`src/serial_rx_regs.svh`:
```
// offsets, field positions, reset values and timing counts of the receiver
`ifndef SERIAL_RX_REGS_SVH
`define SERIAL_RX_REGS_SVH
// ********** register map **********
`define ADDR_CTRL     4'h0
`define ADDR_STAT     4'h4
`define CTRL_RESET    7'h48
// ********** control fields **********
`define CF_RATE_LSB   0
`define CF_RATE_MSB   2
`define CF_ELEVEN     3
`define CF_REMOTE     4
`define CF_HS_REV     5
`define CF_BUF_EN     6
// ********** character codes **********
`define CH_BELL       7'h07
`define CH_LF         7'h0A
`define CH_CTRL_N     7'h0E
`define CH_CTRL_O     7'h0F
`define CH_HOME_DOWN  7'h1C
`define CH_RUBOUT     7'h7F
// ********** bit chopper and buffer clock states **********
`define JC_T4         4'hF
`define JC_T5         4'hE
`define JC_T6         4'hC
`define JC_T7         4'h8
`define SB_T1         3'h1
`define SB_T2         3'h3
`define SB_T4         3'h6
`define SB_DEPTH      8
// ********** timing **********
`define CLK_MHZ       10
`define CTL_RST_NS    125
`define CTL_RST_CYC   (((`CTL_RST_NS*`CLK_MHZ)/1000) < 1 ? 1 : \
                       ((`CTL_RST_NS*`CLK_MHZ)/1000))
`define HOME_WIN_US   600
`define BELL_US       66667
`endif

```
`src/serial_rx_pkg.sv`:
```
// types shared by the receiver files
package serial_rx_pkg;
    // memory timing pulses from the display side
    typedef struct packed {
        logic c1;
        logic c4;
        logic c6;
        logic c7;
    } mem_cycle_t;
    // line pins before synchronising
    typedef struct packed {
        logic rxd;
        logic osc_eleven;
        logic osc_ten;
        logic key_start;
        logic carrier;
        logic rev_channel;
    } line_pins_t;
    // unload transfer phase, gray along the path
    typedef enum logic [1:0] {
        XF_IDLE    = 2'b00,
        XF_MOVED   = 2'b01,
        XF_FLAGGED = 2'b11,
        XF_DONE    = 2'b10
    } xfer_t;
endpackage : serial_rx_pkg

```
`src/pin_sync.sv`:
```
// three-stage pin synchroniser, output follows once stages two and three agree
`timescale 1ns/10ps
`default_nettype none
module pin_sync #(
    parameter int W = 6
) (
    // clocking
    input  wire logic         clk,
    input  wire logic         rst,
    input  wire logic         ce,
    // pins and result
    input  wire logic [W-1:0] pin,
    output var  logic [W-1:0] q
);
    logic [W-1:0] s1_q, s2_q, s3_q;

    // ********** per-bit chain **********
    for (genvar i = 0; i < W; i++) begin : g_bit
        // stage one feeds only stage two
        always_ff @(posedge clk) begin
            if (rst) begin
                s1_q[i] <= 1'b1;
                s2_q[i] <= 1'b1;
                s3_q[i] <= 1'b1;
                q[i]    <= 1'b1;
            end else if (ce) begin
                s1_q[i] <= pin[i];
                s2_q[i] <= s1_q[i];
                s3_q[i] <= s2_q[i];
                if (s2_q[i] == s3_q[i]) q[i] <= s3_q[i];
            end
        end
    end
endmodule : pin_sync
`default_nettype wire

```
`src/serial_receive_interface.sv`:
```
// serial receive side: character assembly, control decode, speed buffer
//
// Our own choices: the placing of the registers and strobed register access.
`timescale 1ns/10ps
`default_nettype none
`include "serial_rx_regs.svh"
module serial_receive_interface #(
    parameter int unsigned HOME_WIN_CYC = `HOME_WIN_US * `CLK_MHZ,
    parameter int unsigned BELL_CYC     = `BELL_US * `CLK_MHZ
) (
    // clocking
    input  wire logic                       clk,
    input  wire logic                       rst,
    input  wire logic                       ce,
    // register port
    input  wire logic [3:0]                 addr,
    input  wire logic [31:0]                wdata,
    input  wire logic                       wr,
    input  wire logic                       rd,
    output var  logic [31:0]                rdata,
    // line pins
    input  wire serial_rx_pkg::line_pins_t  pins,
    // control logic
    input  wire logic                       count64,
    input  wire logic                       scroll_up,
    input  wire logic                       linefeed_busy,
    input  wire logic                       ready_for_data,
    input  wire logic                       memory_ready,
    input  wire logic                       linefeed_accepted,
    input  wire serial_rx_pkg::mem_cycle_t  mem_cycle,
    // outputs
    output var  logic                       char_valid,
    output var  logic [6:0]                 hold_char,
    output var  logic                       spow_flag,
    output var  logic                       bell_enable,
    output var  logic                       rts,
    output var  logic                       home_window
);
    serial_rx_pkg::line_pins_t ps;
    logic [6:0]  ctrl_q, ctrl_d;
    logic        lfa_q, rev_q, car_q, key_q;
    logic [7:0]  div_q, div_d;
    logic        osc_q, osc_d, tick8;
    logic        start_q, start_d, step_q, step_d, ctl_q, ctl_d;
    logic [3:0]  jc_q, jc_d;
    logic [9:0]  sr_q, sr_d;
    logic [6:0]  hold_d;
    logic        flag_d, spow_d, bell_d, home_d, rts_d;
    logic [1:0]  ctl_cnt_q, ctl_cnt_d;
    logic [31:0] home_cnt_q, home_cnt_d, bell_cnt_q, bell_cnt_d;
    logic        armed, t4, t5, t6, t7, is_ctl, rst_class, slow;
    logic [2:0]  sb_q, sb_d;
    logic [7:0]  mem_q [`SB_DEPTH];
    logic [7:0]  mem_d [`SB_DEPTH];
    logic        tagp_q, tagp_d, pend_q, pend_d, lmode_q, lmode_d;
    logic        ldone_q, ldone_d, unl_q, unl_d, tfull_q, tfull_d;
    logic [6:0]  temp_q, temp_d;
    logic        b1, b2, b4, any_tag, take, xfer_ok;
    serial_rx_pkg::xfer_t xf_q, xf_d;

    assign armed = start_q && !sr_q[0];
    assign t4 = step_q && (jc_q == `JC_T4);
    assign t5 = step_q && (jc_q == `JC_T5);
    assign t6 = step_q && (jc_q == `JC_T6);
    assign t7 = step_q && (jc_q == `JC_T7);
    assign is_ctl = (hold_char < 7'h20) || (hold_char == `CH_RUBOUT);
    assign rst_class = is_ctl && (hold_char != 7'h00)
        && (hold_char != `CH_HOME_DOWN) && (hold_char != `CH_LF);
    // home down needs a slow line: 110-440 or 150-300 only
    assign slow = ctrl_q[`CF_ELEVEN] ? (ctrl_q[2:0] <= 3'h2)
                                     : (ctrl_q[2:0] <= 3'h1);

    pin_sync #(.W(6)) u_sync (
        .clk (clk),
        .rst (rst),
        .ce  (ce),
        .pin (pins),
        .q   (ps)
    );

    // ********** register port **********
    always_comb begin
        ctrl_d = ctrl_q;
        if (wr && addr == `ADDR_CTRL) ctrl_d = wdata[6:0];
    end
    // reads answer one cycle later, unmapped reads zero
    always_ff @(posedge clk) begin
        if (rst) begin
            ctrl_q <= `CTRL_RESET;
            rdata  <= 32'h0;
        end else if (ce) begin
            ctrl_q <= ctrl_d;
            rdata  <= 32'h0;
            if (rd && addr == `ADDR_CTRL) rdata <= {25'h0, ctrl_q};
            if (rd && addr == `ADDR_STAT)
                rdata <= {17'h0, hold_char, 2'b0, any_tag, tfull_q,
                          start_q, home_window, spow_flag, rts};
        end
    end

    // ********** rate divider **********
    // divisor 256 down to 2 gives 8x of each documented rate
    always_comb begin
        osc_d = ctrl_q[`CF_ELEVEN] ? ps.osc_eleven : ps.osc_ten;
        tick8 = osc_d && !osc_q && (div_q == (8'hFF >> ctrl_q[2:0]));
        div_d = div_q;
        if (osc_d && !osc_q) div_d = tick8 ? 8'h00 : div_q + 8'h01;
    end
    always_ff @(posedge clk) begin
        if (rst) begin
            div_q <= 8'h00;
            osc_q <= 1'b0;
        end else if (ce) begin
            div_q <= div_d;
            osc_q <= osc_d;
        end
    end

    // ********** receiver **********
    always_comb begin
        start_d    = start_q;
        jc_d       = jc_q;
        step_d     = 1'b0;
        sr_d       = sr_q;
        hold_d     = hold_char;
        ctl_d      = ctl_q;
        ctl_cnt_d  = ctl_cnt_q;
        flag_d     = 1'b0;
        spow_d     = spow_flag;
        home_d     = home_window;
        home_cnt_d = home_cnt_q;
        bell_d     = bell_enable;
        bell_cnt_d = bell_cnt_q;
        if (!start_q) begin
            sr_d = 10'h3FF;  // input register held in reset
            jc_d = 4'h0;
            if (!ps.rxd) start_d = 1'b1;
        end else if (tick8) begin
            jc_d   = {jc_q[2:0], ~jc_q[3]};
            step_d = 1'b1;
        end
        if (t4) sr_d = {ps.rxd, sr_q[9:1]};
        if (armed && t5 && !ctrl_q[`CF_BUF_EN]) hold_d = sr_q[7:1];
        if (armed && t6 && !ctrl_q[`CF_BUF_EN] && !is_ctl)
            flag_d = 1'b1;
        if (t7) begin
            ctl_d = 1'b0;
            if (armed && sr_q[9]) start_d = 1'b0;
        end
        // buffered transfer moves the temporary character
        if (xf_q == serial_rx_pkg::XF_IDLE && mem_cycle.c7 && xfer_ok)
            hold_d = temp_q;
        if (xf_q == serial_rx_pkg::XF_MOVED && mem_cycle.c1 && !is_ctl)
            flag_d = 1'b1;
        // short decoded pulse for reset-class functions
        if (rst_class && !ctl_q) begin
            ctl_d     = 1'b1;
            ctl_cnt_d = 2'h0;
        end
        if (ctl_q && hold_char != 7'h00) begin
            ctl_cnt_d = ctl_cnt_q + 2'h1;
            if (ctl_cnt_d >= 2'(`CTL_RST_CYC)) hold_d = 7'h00;
        end
        if (ctrl_q[`CF_BUF_EN] && ctl_q && hold_char == 7'h00) ctl_d = 1'b0;
        if (hold_char == `CH_LF && linefeed_accepted && !lfa_q)
            hold_d = 7'h00;
        if (hold_char == `CH_CTRL_N) spow_d = 1'b0;
        if (hold_char == `CH_CTRL_O) spow_d = 1'b1;
        // home down window, dropped outright on fast lines
        if (hold_char == `CH_HOME_DOWN && !home_window) begin
            if (slow) begin
                home_d     = 1'b1;
                home_cnt_d = HOME_WIN_CYC;
            end else begin
                hold_d = 7'h00;
            end
        end
        if (home_window) begin
            home_cnt_d = home_cnt_q - 32'h1;
            if (home_cnt_q <= 32'h1) begin
                home_d = 1'b0;
                hold_d = 7'h00;
            end
        end
        // bell stays on one 7.5 Hz pulse width
        if ((hold_char == `CH_BELL || count64) && !bell_enable) begin
            bell_d     = 1'b1;
            bell_cnt_d = BELL_CYC;
        end else if (bell_enable) begin
            bell_cnt_d = bell_cnt_q - 32'h1;
            if (bell_cnt_q <= 32'h1) bell_d = 1'b0;
        end
        if (bell_enable && hold_char == `CH_BELL) hold_d = 7'h00;
    end
    always_ff @(posedge clk) begin
        if (rst) begin
            start_q     <= 1'b0;
            jc_q        <= 4'h0;
            step_q      <= 1'b0;
            sr_q        <= 10'h3FF;
            hold_char   <= 7'h00;
            ctl_q       <= 1'b0;
            ctl_cnt_q   <= 2'h0;
            char_valid  <= 1'b0;
            spow_flag   <= 1'b1;
            home_window <= 1'b0;
            home_cnt_q  <= 32'h0;
            bell_enable <= 1'b0;
            bell_cnt_q  <= 32'h0;
            lfa_q       <= 1'b1;
        end else if (ce) begin
            start_q     <= start_d;
            jc_q        <= jc_d;
            step_q      <= step_d;
            sr_q        <= sr_d;
            hold_char   <= hold_d;
            ctl_q       <= ctl_d;
            ctl_cnt_q   <= ctl_cnt_d;
            char_valid  <= flag_d;
            spow_flag   <= spow_d;
            home_window <= home_d;
            home_cnt_q  <= home_cnt_d;
            bell_enable <= bell_d;
            bell_cnt_q  <= bell_cnt_d;
            lfa_q       <= linefeed_accepted;
        end
    end

    // ********** request to send **********
    // set wins over a same-cycle reverse-channel drop
    always_comb begin
        rts_d = rts;
        if (!ctrl_q[`CF_REMOTE]) rts_d = 1'b0;
        if (ctrl_q[`CF_HS_REV] && rev_q && !ps.rev_channel)
            rts_d = 1'b0;
        if (ctrl_q[`CF_HS_REV] && car_q && !ps.carrier && ctrl_q[`CF_REMOTE])
            rts_d = 1'b1;
        if (ctrl_q[`CF_REMOTE] && ps.key_start && !key_q) rts_d = 1'b1;
    end
    always_ff @(posedge clk) begin
        if (rst) begin
            rts   <= 1'b0;
            rev_q <= 1'b1;
            car_q <= 1'b1;
            key_q <= 1'b1;
        end else if (ce) begin
            rts   <= rts_d;
            rev_q <= ps.rev_channel;
            car_q <= ps.carrier;
            key_q <= ps.key_start;
        end
    end

    // ********** speed buffer **********
    assign b1 = ctrl_q[`CF_BUF_EN] && (sb_q == `SB_T1);
    assign b2 = ctrl_q[`CF_BUF_EN] && (sb_q == `SB_T2);
    assign b4 = ctrl_q[`CF_BUF_EN] && (sb_q == `SB_T4);
    assign take = unl_q && b4;
    assign xfer_ok = !scroll_up && !linefeed_busy && !ctl_q && tfull_q
        && ready_for_data && !memory_ready && linefeed_accepted;
    // circulating slots; a load only replaces an empty head slot
    for (genvar i = 0; i < `SB_DEPTH; i++) begin : g_slot
        if (i == `SB_DEPTH - 1) begin : g_tail
            assign mem_d[i] = b1 ? ((lmode_q && !mem_q[0][7])
                ? {1'b1, sr_q[7:1]} : mem_q[0]) : mem_q[i];
        end else if (i == 0) begin : g_head
            assign mem_d[i] = b1 ? mem_q[1]
                : (take ? {1'b0, mem_q[0][6:0]} : mem_q[0]);
        end else begin : g_mid
            assign mem_d[i] = b1 ? mem_q[i+1] : mem_q[i];
        end
    end
    always_comb begin
        any_tag = 1'b0;
        for (int k = 0; k < `SB_DEPTH; k++) any_tag = any_tag | mem_q[k][7];
        sb_d    = ctrl_q[`CF_BUF_EN] ? {sb_q[1:0], ~sb_q[2]} : 3'h0;
        tagp_d  = b1 ? mem_q[0][7] : tagp_q;
        pend_d  = pend_q;
        lmode_d = lmode_q;
        ldone_d = start_q ? ldone_q : 1'b0;
        unl_d   = unl_q;
        tfull_d = tfull_q;
        temp_d  = temp_q;
        xf_d    = xf_q;
        if (ctrl_q[`CF_BUF_EN] && armed && !ldone_q && !pend_q && !lmode_q
            && ((b2 && tagp_q && !mem_q[0][7]) || (t5 && !any_tag)))
            pend_d = 1'b1;
        if (pend_q && b4) begin
            pend_d  = 1'b0;
            lmode_d = 1'b1;
        end
        if (lmode_q && b2) begin
            lmode_d = 1'b0;
            ldone_d = 1'b1;
        end
        if (b2 && !tagp_q && mem_q[0][7] && !tfull_q) unl_d = 1'b1;
        if (take) begin
            unl_d   = 1'b0;
            tfull_d = 1'b1;
            temp_d  = mem_q[0][6:0];
        end
        unique case (xf_q)
            serial_rx_pkg::XF_IDLE:
                if (mem_cycle.c7 && xfer_ok) xf_d = serial_rx_pkg::XF_MOVED;
            serial_rx_pkg::XF_MOVED:
                if (mem_cycle.c1) begin
                    xf_d    = serial_rx_pkg::XF_FLAGGED;
                    tfull_d = 1'b0;
                end
            serial_rx_pkg::XF_FLAGGED:
                if (mem_cycle.c4) xf_d = serial_rx_pkg::XF_DONE;
            serial_rx_pkg::XF_DONE:
                if (mem_cycle.c6) xf_d = serial_rx_pkg::XF_IDLE;
        endcase
    end
    always_ff @(posedge clk) begin
        if (rst) begin
            sb_q    <= 3'h0;
            for (int k = 0; k < `SB_DEPTH; k++) mem_q[k] <= 8'h00;
            tagp_q  <= 1'b0;
            pend_q  <= 1'b0;
            lmode_q <= 1'b0;
            ldone_q <= 1'b0;
            unl_q   <= 1'b0;
            tfull_q <= 1'b0;
            temp_q  <= 7'h00;
            xf_q    <= serial_rx_pkg::XF_IDLE;
        end else if (ce) begin
            sb_q    <= sb_d;
            for (int k = 0; k < `SB_DEPTH; k++) mem_q[k] <= mem_d[k];
            tagp_q  <= tagp_d;
            pend_q  <= pend_d;
            lmode_q <= lmode_d;
            ldone_q <= ldone_d;
            unl_q   <= unl_d;
            tfull_q <= tfull_d;
            temp_q  <= temp_d;
            xf_q    <= xf_d;
        end
    end
endmodule : serial_receive_interface
`default_nettype wire

```
`config.mk`:
```
export PLATFORM = sky130hd
export DESIGN_NAME = serial_receive_interface
export DESIGN_NICKNAME = d
export VERILOG_FILES = /design/src/serial_rx_pkg.sv /design/src/pin_sync.sv /design/src/serial_receive_interface.sv
export VERILOG_INCLUDE_DIRS = /design/src
export SDC_FILE = /design/constraint.sdc
export NUM_CORES = 1
export LEC_CHECK = 0
export ABC_AREA = 1
export ABC_CLOCK_PERIOD_IN_PS = 6100
export BUFFER_PORTS_ARGS = -buffer_cell sky130_fd_sc_hd__buf_2
export CAP_MARGIN = 20
export CORE_MARGIN = 1.5
export CORE_UTILIZATION = 30
export CTS_BUF_LIST = sky130_fd_sc_hd__clkbuf_8
export DETAILED_ROUTE_END_ITERATION = 6
export PLACE_DENSITY = 0.57
export SYNTH_ARGS = -nofsm -noshare
export SYNTH_HDL_FRONTEND = slang
export SYNTH_SLANG_ARGS = --single-unit
```
`constraint.sdc`:
```
create_clock -name clk -period 6.1 [get_ports clk]
set_input_delay 0.915 -clock clk [delete_from_list [all_inputs] [get_ports clk]]
set_output_delay 0.915 -clock clk [all_outputs]
set_load 0.02 [all_outputs]
```
==> impl_metrics.csv, run 1 <==
group,metric,value,unit
clock_network,cts_tree,"built",
worst_setup_path,critPathMaxFanout,31,
worst_setup_path,start_kind,"primary input",
sta,finalSetupViolations,0,
worst_setup_path,cp_slowest_cell,"nor2_2",
sta,report.final.slew_viol_count,0,
clock_network,clock_latency,0.56,ns
logic_synthesis,ys_warn_count,0,
floorplanning,core,36800,um^2
clock_network,cts_hold_buf,0,
power_and_ir_drop,pwr-share-comb,9.6,%
finish,area_growth,13.3,%
finish,design_area,12800,um^2
clock_network,clk_path_buf_depth,3,
grt,grt_pass1_wl,46400,um
logic_synthesis,synth_top_area_share,30.4,%
clock_network,htreeDepth,2,
sta,finalCriticalPeriod,2.66,ns
power_and_ir_drop,clockPowerShare,42.1,%
logic_synthesis,yosys.cell_types.count,45,
worst_setup_path,r2r_cells,7,
logic_synthesis,ys_seq_elements,235,
finish,finalCoreUtilization,34.7,%
power_and_ir_drop,power.leakage,5.68,nW
routing,first_pass_iters,6,
power_and_ir_drop,p_int,2.58,mW
routing,wl,27900,um
worst_setup_path,arrival,3.08,ns
sta,slew_headroom,46.6,%
power_and_ir_drop,power-per-cell-area,276,nW/um^2
worst_setup_path,cp_data_required_time,6.52,ns
worst_setup_path,crit_chain,"buf_2 > buf_4 > nor2_2 > buf_4 > inv_1 > nor2_1 > a21oi_1",
clock_network,clock-sinks,235,
worst_setup_path,worst-path-stages,7,
worst_setup_path,path_buf_inv,4,
finish,num-fill-cells,3982,
finish,n_antenna_cell,0,
power_and_ir_drop,p_sw_share,26.8,%
worst_setup_path,cp_common_cell,"buf_4",
power_and_ir_drop,p_switching,946,uW
sta,hold_violations,0,
finish,final_cell_mix,"nand2_1 (307), nor2_1 (276), inv_1 (224)",
min_path,min_path_cells,2,
power_and_ir_drop,pwr-share-seq,48.2,%
sta,tightest_slew,0.801,ns
floorplanning,start_util,30.6,%
power_and_ir_drop,peakVddDrop,0.165,mV
logic_synthesis,mappedNetlistArea,11300,um^2
grt,grt_max_degree,58,
floorplanning,ios,101,
placed_design,gp_congestion,0.835,
finish,layout_commonest_cell,"nand2_1",
routing,post_drt_wl_per_cell,13.3,um
sta,clock_skew,0.0254,ns
clock_network,cts_buffers,40,
outcome,status,"finished, final reports clean",
sta,period_share,43.6,%
floorplanning,die_y,197,um
finish,register_area,5350,um^2
run,drv_cap,0,
routing,detail-route-antenna-nets,0,
routing,drc_errors,0,
sta,rsz0062_at_grt,"no",
routing,dr_total_vias,9731,
min_path,hp-class,"flip-flop to flip-flop",
logic_synthesis,yosys.area.top_type,"dfxtp_1",
placed_design,dpl.hpwl,19300,um
finish,multiInputGateArea,4820,um^2
clock_network,root_buffer,"clkbuf_8",
floorplanning,die_w,197,um
grt,grtUsageTotal,14.7,%
logic_synthesis,synth.avg_cell_area,7.38,um^2
logic_synthesis,synth-seq-area-share,47.5,%
placed_design,portBuffers,57,
worst_setup_path,crit_type,"primary input to flip-flop",
sta,fin_setup_tns,0,ns
sta,fmax,0.376,GHz
logic_synthesis,synthCells,1526,
placed_design,placed_cell_area,11900,um^2
finish,fin_nets,1652,
placed_design,dp_cells,2014,
floorplanning,dieArea,38700,um^2
grt,grt_antenna_before_repair,0,
grt,grt_pass1_vias,9306,
worst_setup_path,path_delay_family,"buffers and inverters",
finish,drive_gt1_share,10.2,%
grt,globalRoute.totalOverflow,0,
routing,drtIter0Drc,535,
clock_network,cts_resized,0,
clock_network,postCtsSetupRepairBufs,0,
placed_design,place_ws,2.86,ns
worst_setup_path,end_kind,"flip-flop",
logic_synthesis,synth_area_leaders,"dfxtp_1 (30%), edfxtp_1 (17%), nand2_1 (10%)",
clock_network,clk_pin_slew,0.06,ns
worst_setup_path,crit_path_max_incr_delay,0.56,ns
sta,fin_ws,3.44,ns
finish,final_cells,2088,
routing,vias_per_cell,4.66,
floorplanning,rows,70,
## flip-flops by register name, indices dropped and copies added (netlist names), 7 cells and up
| signal | flops |
|---|---|
| mem_q | 64 |
| bell_cnt_q | 32 |
| home_cnt_q | 32 |
| rdata | 14 |
| sr_q | 10 |
| div_q | 8 |
| ctrl_q | 7 |
| hold_char | 7 |
| temp_q | 7 |
## tightest hold or removal path: stages (launching register included)
cell	delay [ns]
dfxtp_1	0.29
inv_1	0.06
a21oi_1	0.06
## final timing paths
kind	start	end	slack [ns]
max	rst	u_sync.s2_q[5]$_SDFFE_PP1P_	3.44
min reg2reg	u_sync.s1_q[2]$_SDFFE_PP1P_	u_sync.s2_q[2]$_SDFFE_PP1P_	0.45
min	u_sync.s1_q[2]$_SDFFE_PP1P_	u_sync.s2_q[2]$_SDFFE_PP1P_	0.45
max reg2reg	home_window$_SDFFE_PP0P_	home_cnt_q[31]$_SDFFE_PP0P_	3.64
## per-stage QoR
stage / hold slack [ns] / power (mW)
floorplan: 0.430 / 1.99
global placement: 0.438 / 2.07
detailed placement: 0.443 / 2.07
CTS: 0.454 / 3.58
global route: 0.480 / 3.71
finish: 0.452 / 3.53
## cells in the mapped netlist (all sizes together)
master,count
a21o,2
a21oi,79
a221oi,1
a31oi,5
and2,3
buf,38
clkbuf,21
conb,1
dfxtp,171
edfxtp,64
ha,6
inv,217
nand2,317
nand3,98
nand3b,5
nand4,51
nor2,290
nor3,26
nor3b,3
nor4,6
o211a,1
o211ai,3
o21ai,67
o21bai,1
o221ai,6
o22a,1
o22ai,19
o311ai,2
o31ai,4
o32ai,1
or2,7
xor2,10
## layer usage
metal	up-vias	part of all wire [%]	track usage, %
li1	5045	-	-
met1	4464	47	19.0
met2	174	47	24.9
met3	48	4.2	2.53
met4	0	2.1	5.00
met5	-	0	0
## final cells by class
class	instances	share of cell area, %
Timing Repair Buffer	63	2.69
Multi-Input combinational cell	1032	37.8
Inverter	217	6.39
Clock buffer	52	5.61
Sequential cell	235	41.9
Clock inverter	21	1.04
Tap cell	468	4.59
## power by group through the flow
stage / Combinational [mW] / Clock, mW / Sequential, mW
after floorplan: 0.267 / 0 / 1.72
after global placement: 0.334 / 0 / 1.73
after detailed placement: 0.337 / 0 / 1.73
after CTS: 0.338 / 1.54 / 1.70
after global routing: 0.395 / 1.61 / 1.71
final: 0.340 / 1.49 / 1.70
## logic make-up (layout without fill, tap and decap cells)
| kind of cell | Yosys count | count (layout) | share of synthesized area (%) |
|---|---|---|---|
| xor gates and xnor gates | 10 | 10 | 0.778 |
| buffers and inverters | 276 | 353 | 10.3 |
| and+or+nand+nor | 806 | 806 | 31.2 |
| DFF | 235 | 235 | 47.5 |
| other | 1 | 18 | 0.0333 |
| adders and majority gates | 6 | 6 | 0.667 |
| AOI/OAI and AO/OA | 192 | 192 | 9.54 |
(Power assumes the default switching activity.)
==> inputs of run 2 (changes only) <==
ABC_CLOCK_PERIOD_IN_PS = 2280   (was 6100)
PLACE_DENSITY = 0.59   (was 0.57)
clock period = 2.28 ns   (was 6.1 ns; I/O delays follow)
==> run 2 against run 1 <==
Net effect: first-iteration DRC count rose by 2.6%; sequential cell count did not move; power rose to 2.6 times the previous value; combinational power rose to 2.8 times the previous value; register-to-register slack got worse by 3.3 ns; core utilization rose by 0.62 points; worst hold slack got worse by 0.41 ns; largest cell class unchanged.
==> impl_metrics.csv, run 2 (synthesis results as in run 1) <==
group,metric,value,unit
finish,fin_nets,1679,
floorplanning,ios,101,
worst_setup_path,regToRegSetupSlack,0.36,ns
outcome,status,"finished, final reports clean",
power_and_ir_drop,p_switching,2.56,mW
clock_network,clock_latency,0.58,ns
sta,finalSetupViolations,0,
worst_setup_path,r2r_end,"home_cnt_q[31]$_SDFFE_PP0P_",
grt,globalRoute.totalOverflow,0,
floorplanning,start_util,30.6,%
routing,first_pass_iters,6,
finish,area_growth,15.3,%
worst_setup_path,cp_data_required_time,2.77,ns
routing,wl,27900,um
routing,vias_per_cell,4.68,
min_path,hp-class,"primary input to flip-flop",
clock_network,postCtsSetupRepairBufs,0,
worst_setup_path,crit_type,"flip-flop to flip-flop",
finish,drive_gt1_share,10.9,%
sta,clock_skew,0.0301,ns
finish,layout_commonest_cell,"nand2_1",
worst_setup_path,arrival,2.42,ns
clock_network,clock-sinks,235,
floorplanning,die_w,197,um
sta,fin_ws,0.357,ns
grt,grt_pass1_wl,46200,um
worst_setup_path,path_buf_inv,1,
power_and_ir_drop,p_int,6.74,mW
routing,dr_total_vias,9913,
routing,drc_errors,0,
placed_design,placed_cell_area,12100,um^2
clock_network,cts_buffers,42,
sta,rsz0062_at_grt,"no",
worst_setup_path,critPathMaxFanout,12,
min_path,holdPathEnd,"rdata[6]$_SDFFE_PP0P_",
clock_network,root_buffer,"clkbuf_8",
finish,largest_register,"mem_q",
power_and_ir_drop,pwr-share-comb,10.4,%
worst_setup_path,reg2reg_from,"hold_char[1]$_SDFFE_PP0P_",
run,drv_cap,0,
routing,post_drt_wl_per_cell,13.2,um
min_path,min_path_cells,3,
grt,grt_antenna_before_repair,0,
finish,n_antenna_cell,0,
worst_setup_path,crit_path_max_incr_delay,0.44,ns
routing,drtIter0Drc,549,
clock_network,cts_resized,0,
clock_network,clk_path_buf_depth,3,
sta,whs,0.0460,ns
floorplanning,core,36800,um^2
floorplanning,dieArea,38700,um^2
clock_network,htreeDepth,2,
grt,grtUsageTotal,14.6,%
sta,fmax,0.520,GHz
placed_design,dpl.hpwl,19500,um
sta,finalCriticalPeriod,1.92,ns
worst_setup_path,start_kind,"flip-flop",
finish,largestRegisters,"mem_q (64), bell_cnt_q (32), home_cnt_q (32)",
clock_network,cts_hold_buf,8,
finish,design_area,13000,um^2
worst_setup_path,r2r_cells,9,
min_path,min_from,"rd",
placed_design,place_ws,0.215,ns
power_and_ir_drop,p_sw_share,27.6,%
finish,final_cell_mix,"nand2_1 (307), nor2_1 (276), inv_1 (229)",
worst_setup_path,end_kind,"flip-flop",
grt,grt_max_degree,57,
worst_setup_path,path_delay_family,"simple AND/OR/NAND/NOR gates",
floorplanning,rows,70,
worst_setup_path,cp_slowest_cell,"nor2_2",
placed_design,gp_congestion,0.893,
sta,hold_violations,0,
worst_setup_path,crit_chain,"nor2_1 > nand2_1 > o21bai_4 > nand3_4 > nor2_2 > nand3_1 > nand2_1 > inv_1 > nor2_1",
power_and_ir_drop,power-per-cell-area,716,nW/um^2
sta,period_share,84.3,%
placed_design,portBuffers,57,
sta,slew_headroom,61.0,%
clock_network,cts_tree,"built",
grt,grt_pass1_vias,9392,
sta,fin_setup_tns,0,ns
sta,tightest_slew,0.584,ns
power_and_ir_drop,peakVddDrop,0.507,mV
floorplanning,die_y,197,um
finish,largest_reg_flops,64,
power_and_ir_drop,pwr-share-seq,48.9,%
power_and_ir_drop,total_power,9.30,mW
clock_network,clk_pin_slew,0.06,ns
power_and_ir_drop,power.leakage,5.82,nW
sta,report.final.slew_viol_count,0,
routing,detail-route-antenna-nets,0,
power_and_ir_drop,clockPowerShare,40.7,%
[run 2: changes by cell type in the layout (fill, tap and decap cells not counted), sizes merged, moves of 3 or more]
cell,previous run,this run
buf,63,80
dlygate4sd3,0,8
inv,231,236
clkbuf,52,49
clkinv,5,8
[run 2: cell type report]
| cell class | instances | area, um^2 |
|---|---|---|
| fillers | 3902 | 23800 |
| flip-flops and latches | 235 | 5350 |
| multi-input cells | 1032 | 4820 |
| inverters | 217 | 815 |
| clock buffers | 49 | 674 |
| repair buffers | 88 | 613 |
| well taps | 468 | 586 |
| clock inverters | 27 | 133 |
[run 2: how the worst max path moves through the flow]
stage / start / to / slack [ns] / cells past startpoint
5_1_grt: hold_char[2]$_SDFFE_PP0P_ / home_cnt_q[31]$_SDFFE_PP0P_ / 0.17 / 8
3_3_place_gp: ce / rdata[1]$_SDFFE_PP0P_ / 0.26 / 7
6_report: hold_char[1]$_SDFFE_PP0P_ / home_cnt_q[31]$_SDFFE_PP0P_ / 0.36 / 9
3_5_place_dp: ce / rdata[5]$_SDFFE_PP0P_ / 0.22 / 7
4_1_cts: hold_char[2]$_SDFFE_PP0P_ / home_cnt_q[31]$_SDFFE_PP0P_ / 0.35 / 8
2_1_floorplan: rst / mem_q[0][0]$_SDFFCE_PN0P_ / 0.32 / 4
[run 2: through the flow]
step | std cells | util [%]
after CTS | 2116 | 35.3
after global routing | 2116 | 35.3
final | 2116 | 35.3
after floorplan | 1543 | -
after global placement | 2032 | 32.9
after detailed placement | 2032 | 32.9
[run 2: tightest hold or removal path, cell delays in order]
cell,delay (ns)
buf_2,0.10
inv_1,0.06
o31ai_1,0.07
[run 2: power groups by stage]
| stage | clock network (mW) | registers, mW | logic (mW) |
|---|---|---|---|
| floorplan | 0 | 4.61 | 0.715 |
| global placement | 0 | 4.63 | 0.940 |
| detailed placement | 0 | 4.64 | 0.954 |
| CTS | 3.92 | 4.55 | 0.970 |
| global route | 4.11 | 4.57 | 1.10 |
| finish | 3.78 | 4.55 | 0.967 |
[run 2: routing by layer]
| metal | global-route usage (%) | routed length (um) |
|---|---|---|
| met3 | 2.70 | 1370 |
| met1 | 18.8 | 12900 |
| met2 | 24.0 | 12700 |
| met4 | 6.14 | 964 |
| met5 | 0 | 0 |
==> inputs of run 3 (changes only) <==
ABC_CLOCK_PERIOD_IN_PS = 1800   (was 2280)
PLACE_DENSITY = 0.57   (was 0.59)
clock period = 1.8 ns   (was 2.28 ns; I/O delays follow)
==> run 3 against run 2 <==
Net effect: critical path depth decreased by 2; clock power increased by 32%; combinational power increased by 35%; worst setup slack got worse by 0.26 ns; power increased by 30%; non-clock buffer count increased by 50; cell count increased by 2.6%; clock skew decreased by 0.00056 ns; global-route usage increased by 0.61 points; die area unchanged; sequential share of layout area decreased by 1.7 points; sequential power increased by 27%; critical endpoint is now rdata[6]$_SDFFE_PP0P_.
==> impl_metrics.csv, run 3 (synthesis results as in run 1) <==
group,metric,value,unit
placed_design,portBuffers,57,
finish,drive_gt1_share,14.9,%
worst_setup_path,crit_path_start,"ce",
power_and_ir_drop,power.leakage,6.08,nW
routing,drtIter0Drc,495,
floorplanning,core,36800,um^2
sta,whs,0.0380,ns
worst_setup_path,crit_type,"primary input to flip-flop",
power_and_ir_drop,power-per-cell-area,890,nW/um^2
finish,finalCoreUtilization,36.9,%
floorplanning,die_w,197,um
clock_network,clock-sinks,235,
sta,period_share,94.6,%
placed_design,dpl.hpwl,20400,um
worst_setup_path,crit_path_max_incr_delay,0.58,ns
sta,fmax,0.587,GHz
floorplanning,die_y,197,um
worst_setup_path,reg2reg_from,"hold_char[0]$_SDFFE_PP0P_",
finish,fin_nets,1732,
routing,post_drt_wl_per_cell,13.4,um
finish,final_cells,2170,
finish,layout_commonest_cell,"nand2_1",
sta,finalCriticalPeriod,1.70,ns
clock_network,htreeDepth,2,
clock_network,clock_latency,0.57,ns
clock_network,clk_pin_slew,0.06,ns
worst_setup_path,path_buf_inv,4,
sta,clock_skew,0.0296,ns
worst_setup_path,regToRegSetupSlack,0.15,ns
worst_setup_path,r2r_cells,7,
min_path,hp-class,"primary input to flip-flop",
placed_design,dp_cells,2067,
floorplanning,start_util,30.6,%
power_and_ir_drop,peakVddDrop,0.523,mV
routing,dr_total_vias,10100,
clock_network,cts_buffers,42,
worst_setup_path,crit_chain,"buf_2 > inv_2 > nor2_2 > buf_4 > nand2_1 > o31ai_1 > dlygate4sd3_1",
clock_network,cts_tree,"built",
sta,hold_violations,0,
finish,largest_register,"mem_q",
grt,grt_pass1_vias,9823,
placed_design,placed_cell_area,12400,um^2
worst_setup_path,r2r_end,"home_cnt_q[24]$_SDFFE_PP0P_",
grt,globalRoute.totalOverflow,0,
floorplanning,dieArea,38700,um^2
finish,design_area,13600,um^2
min_path,holdPathEnd,"ctrl_q[2]$_SDFFE_PP0P_",
finish,n_antenna_cell,0,
grt,grt_max_degree,56,
routing,drc_errors,0,
outcome,status,"finished, final reports clean",
routing,vias_per_cell,4.67,
routing,first_pass_iters,5,
run,drv_cap,0,
clock_network,root_buffer,"clkbuf_8",
min_path,min_from,"wdata[2]",
sta,report.final.slew_viol_count,0,
grt,grt_pass1_wl,48200,um
worst_setup_path,arrival,2.22,ns
finish,final_cell_mix,"nand2_1 (302), nor2_1 (264), inv_1 (224)",
worst_setup_path,path_delay_family,"buffers and inverters",
floorplanning,rows,70,
finish,largest_reg_flops,64,
grt,grt_antenna_before_repair,0,
min_path,min_path_cells,3,
sta,finalSetupViolations,0,
finish,largestRegisters,"mem_q (64), bell_cnt_q (32), home_cnt_q (32)",
worst_setup_path,start_kind,"primary input",
clock_network,clk_path_buf_depth,3,
grt,grtUsageTotal,15.2,%
worst_setup_path,end_kind,"flip-flop",
finish,area_growth,20.4,%
power_and_ir_drop,total_power,12.1,mW
worst_setup_path,cp_slowest_cell,"dlygate4sd3_1",
worst_setup_path,critPathMaxFanout,11,
placed_design,gp_congestion,0.876,
routing,wl,29100,um
floorplanning,ios,101,
worst_setup_path,cp_data_required_time,2.32,ns
routing,detail-route-antenna-nets,0,
==> run 3: what timing repair did <==
item	CTS	global route
setup buffers	0	9
gates resized for setup	0	30
hold buffers	14	0
pin swaps	0	6
setup endpoints to repair	1	52
cloned	1	2
endpoints found under the hold margin	13	0
==> run 3: where the power goes <==
| group | internal [mW] | switching [mW] | total [mW] |
|---|---|---|---|
| clock network | 2.68 | 2.31 | 4.99 |
| logic | 0.453 | 0.861 | 1.31 |
| registers | 5.65 | 0.115 | 5.76 |
| total | 8.78 | 3.29 | 12.1 |
==> run 3: area by class of cell <==
type / count / area (um^2)
clock inverter: 27 / 158
timing repair buffer: 138 / 1030
fill: 3830 / 23200
tap: 468 / 586
timing repair inverter: 1 / 5.00
sequential: 235 / 5350
inverter: 217 / 818
multi-input combinational: 1034 / 4920
clock buffer: 50 / 688
==> run 3: worst reg2reg max path: cells and delay by family, from the launching register on <==
kind	cells	cell delay, ns
AND/OR/NAND/NOR	4	0.58
AO/OA/AOI/OAI	2	0.39
flip-flops	1	0.35
buffers and inverters	1	0.26
==> run 3: metrics by stage <==
step	setup slack, ns	setup TNS, ns
2_1_floorplan	0.149	0
3_3_place_gp	0.0348	0
6_report	0.0964	0
4_1_cts	0.0169	0
5_1_grt	-0.00523	-0.0109
3_5_place_dp	0.0280	0
==> run 3: routing by layer <==
metal  share of wire [%]  routed length, um  GRT usage (%)  up-vias
li1                    -                  -              -     5222
met1                  46              13300           19.4     4647
met2                  48              14000           26.0      220
met3                 4.5               1320           2.74       45
met4                 1.8                510           5.03        0
met5                   0                  0              0        -
==> run 3: worst max path at each step <==
stage | to | slack (ns) | cells after the start
floorplan | mem_q[0][0]$_SDFFCE_PN0P_ | 0.15 | 4
global placement | home_cnt_q[31]$_SDFFE_PP0P_ | 0.03 | 10
detailed placement | home_cnt_q[31]$_SDFFE_PP0P_ | 0.03 | 10
CTS | bell_cnt_q[7]$_SDFFE_PP0P_ | 0.02 | 12
global route | bell_cnt_q[25]$_SDFFE_PP0P_ | -0.005 | 9
finish | rdata[6]$_SDFFE_PP0P_ | 0.1 | 7
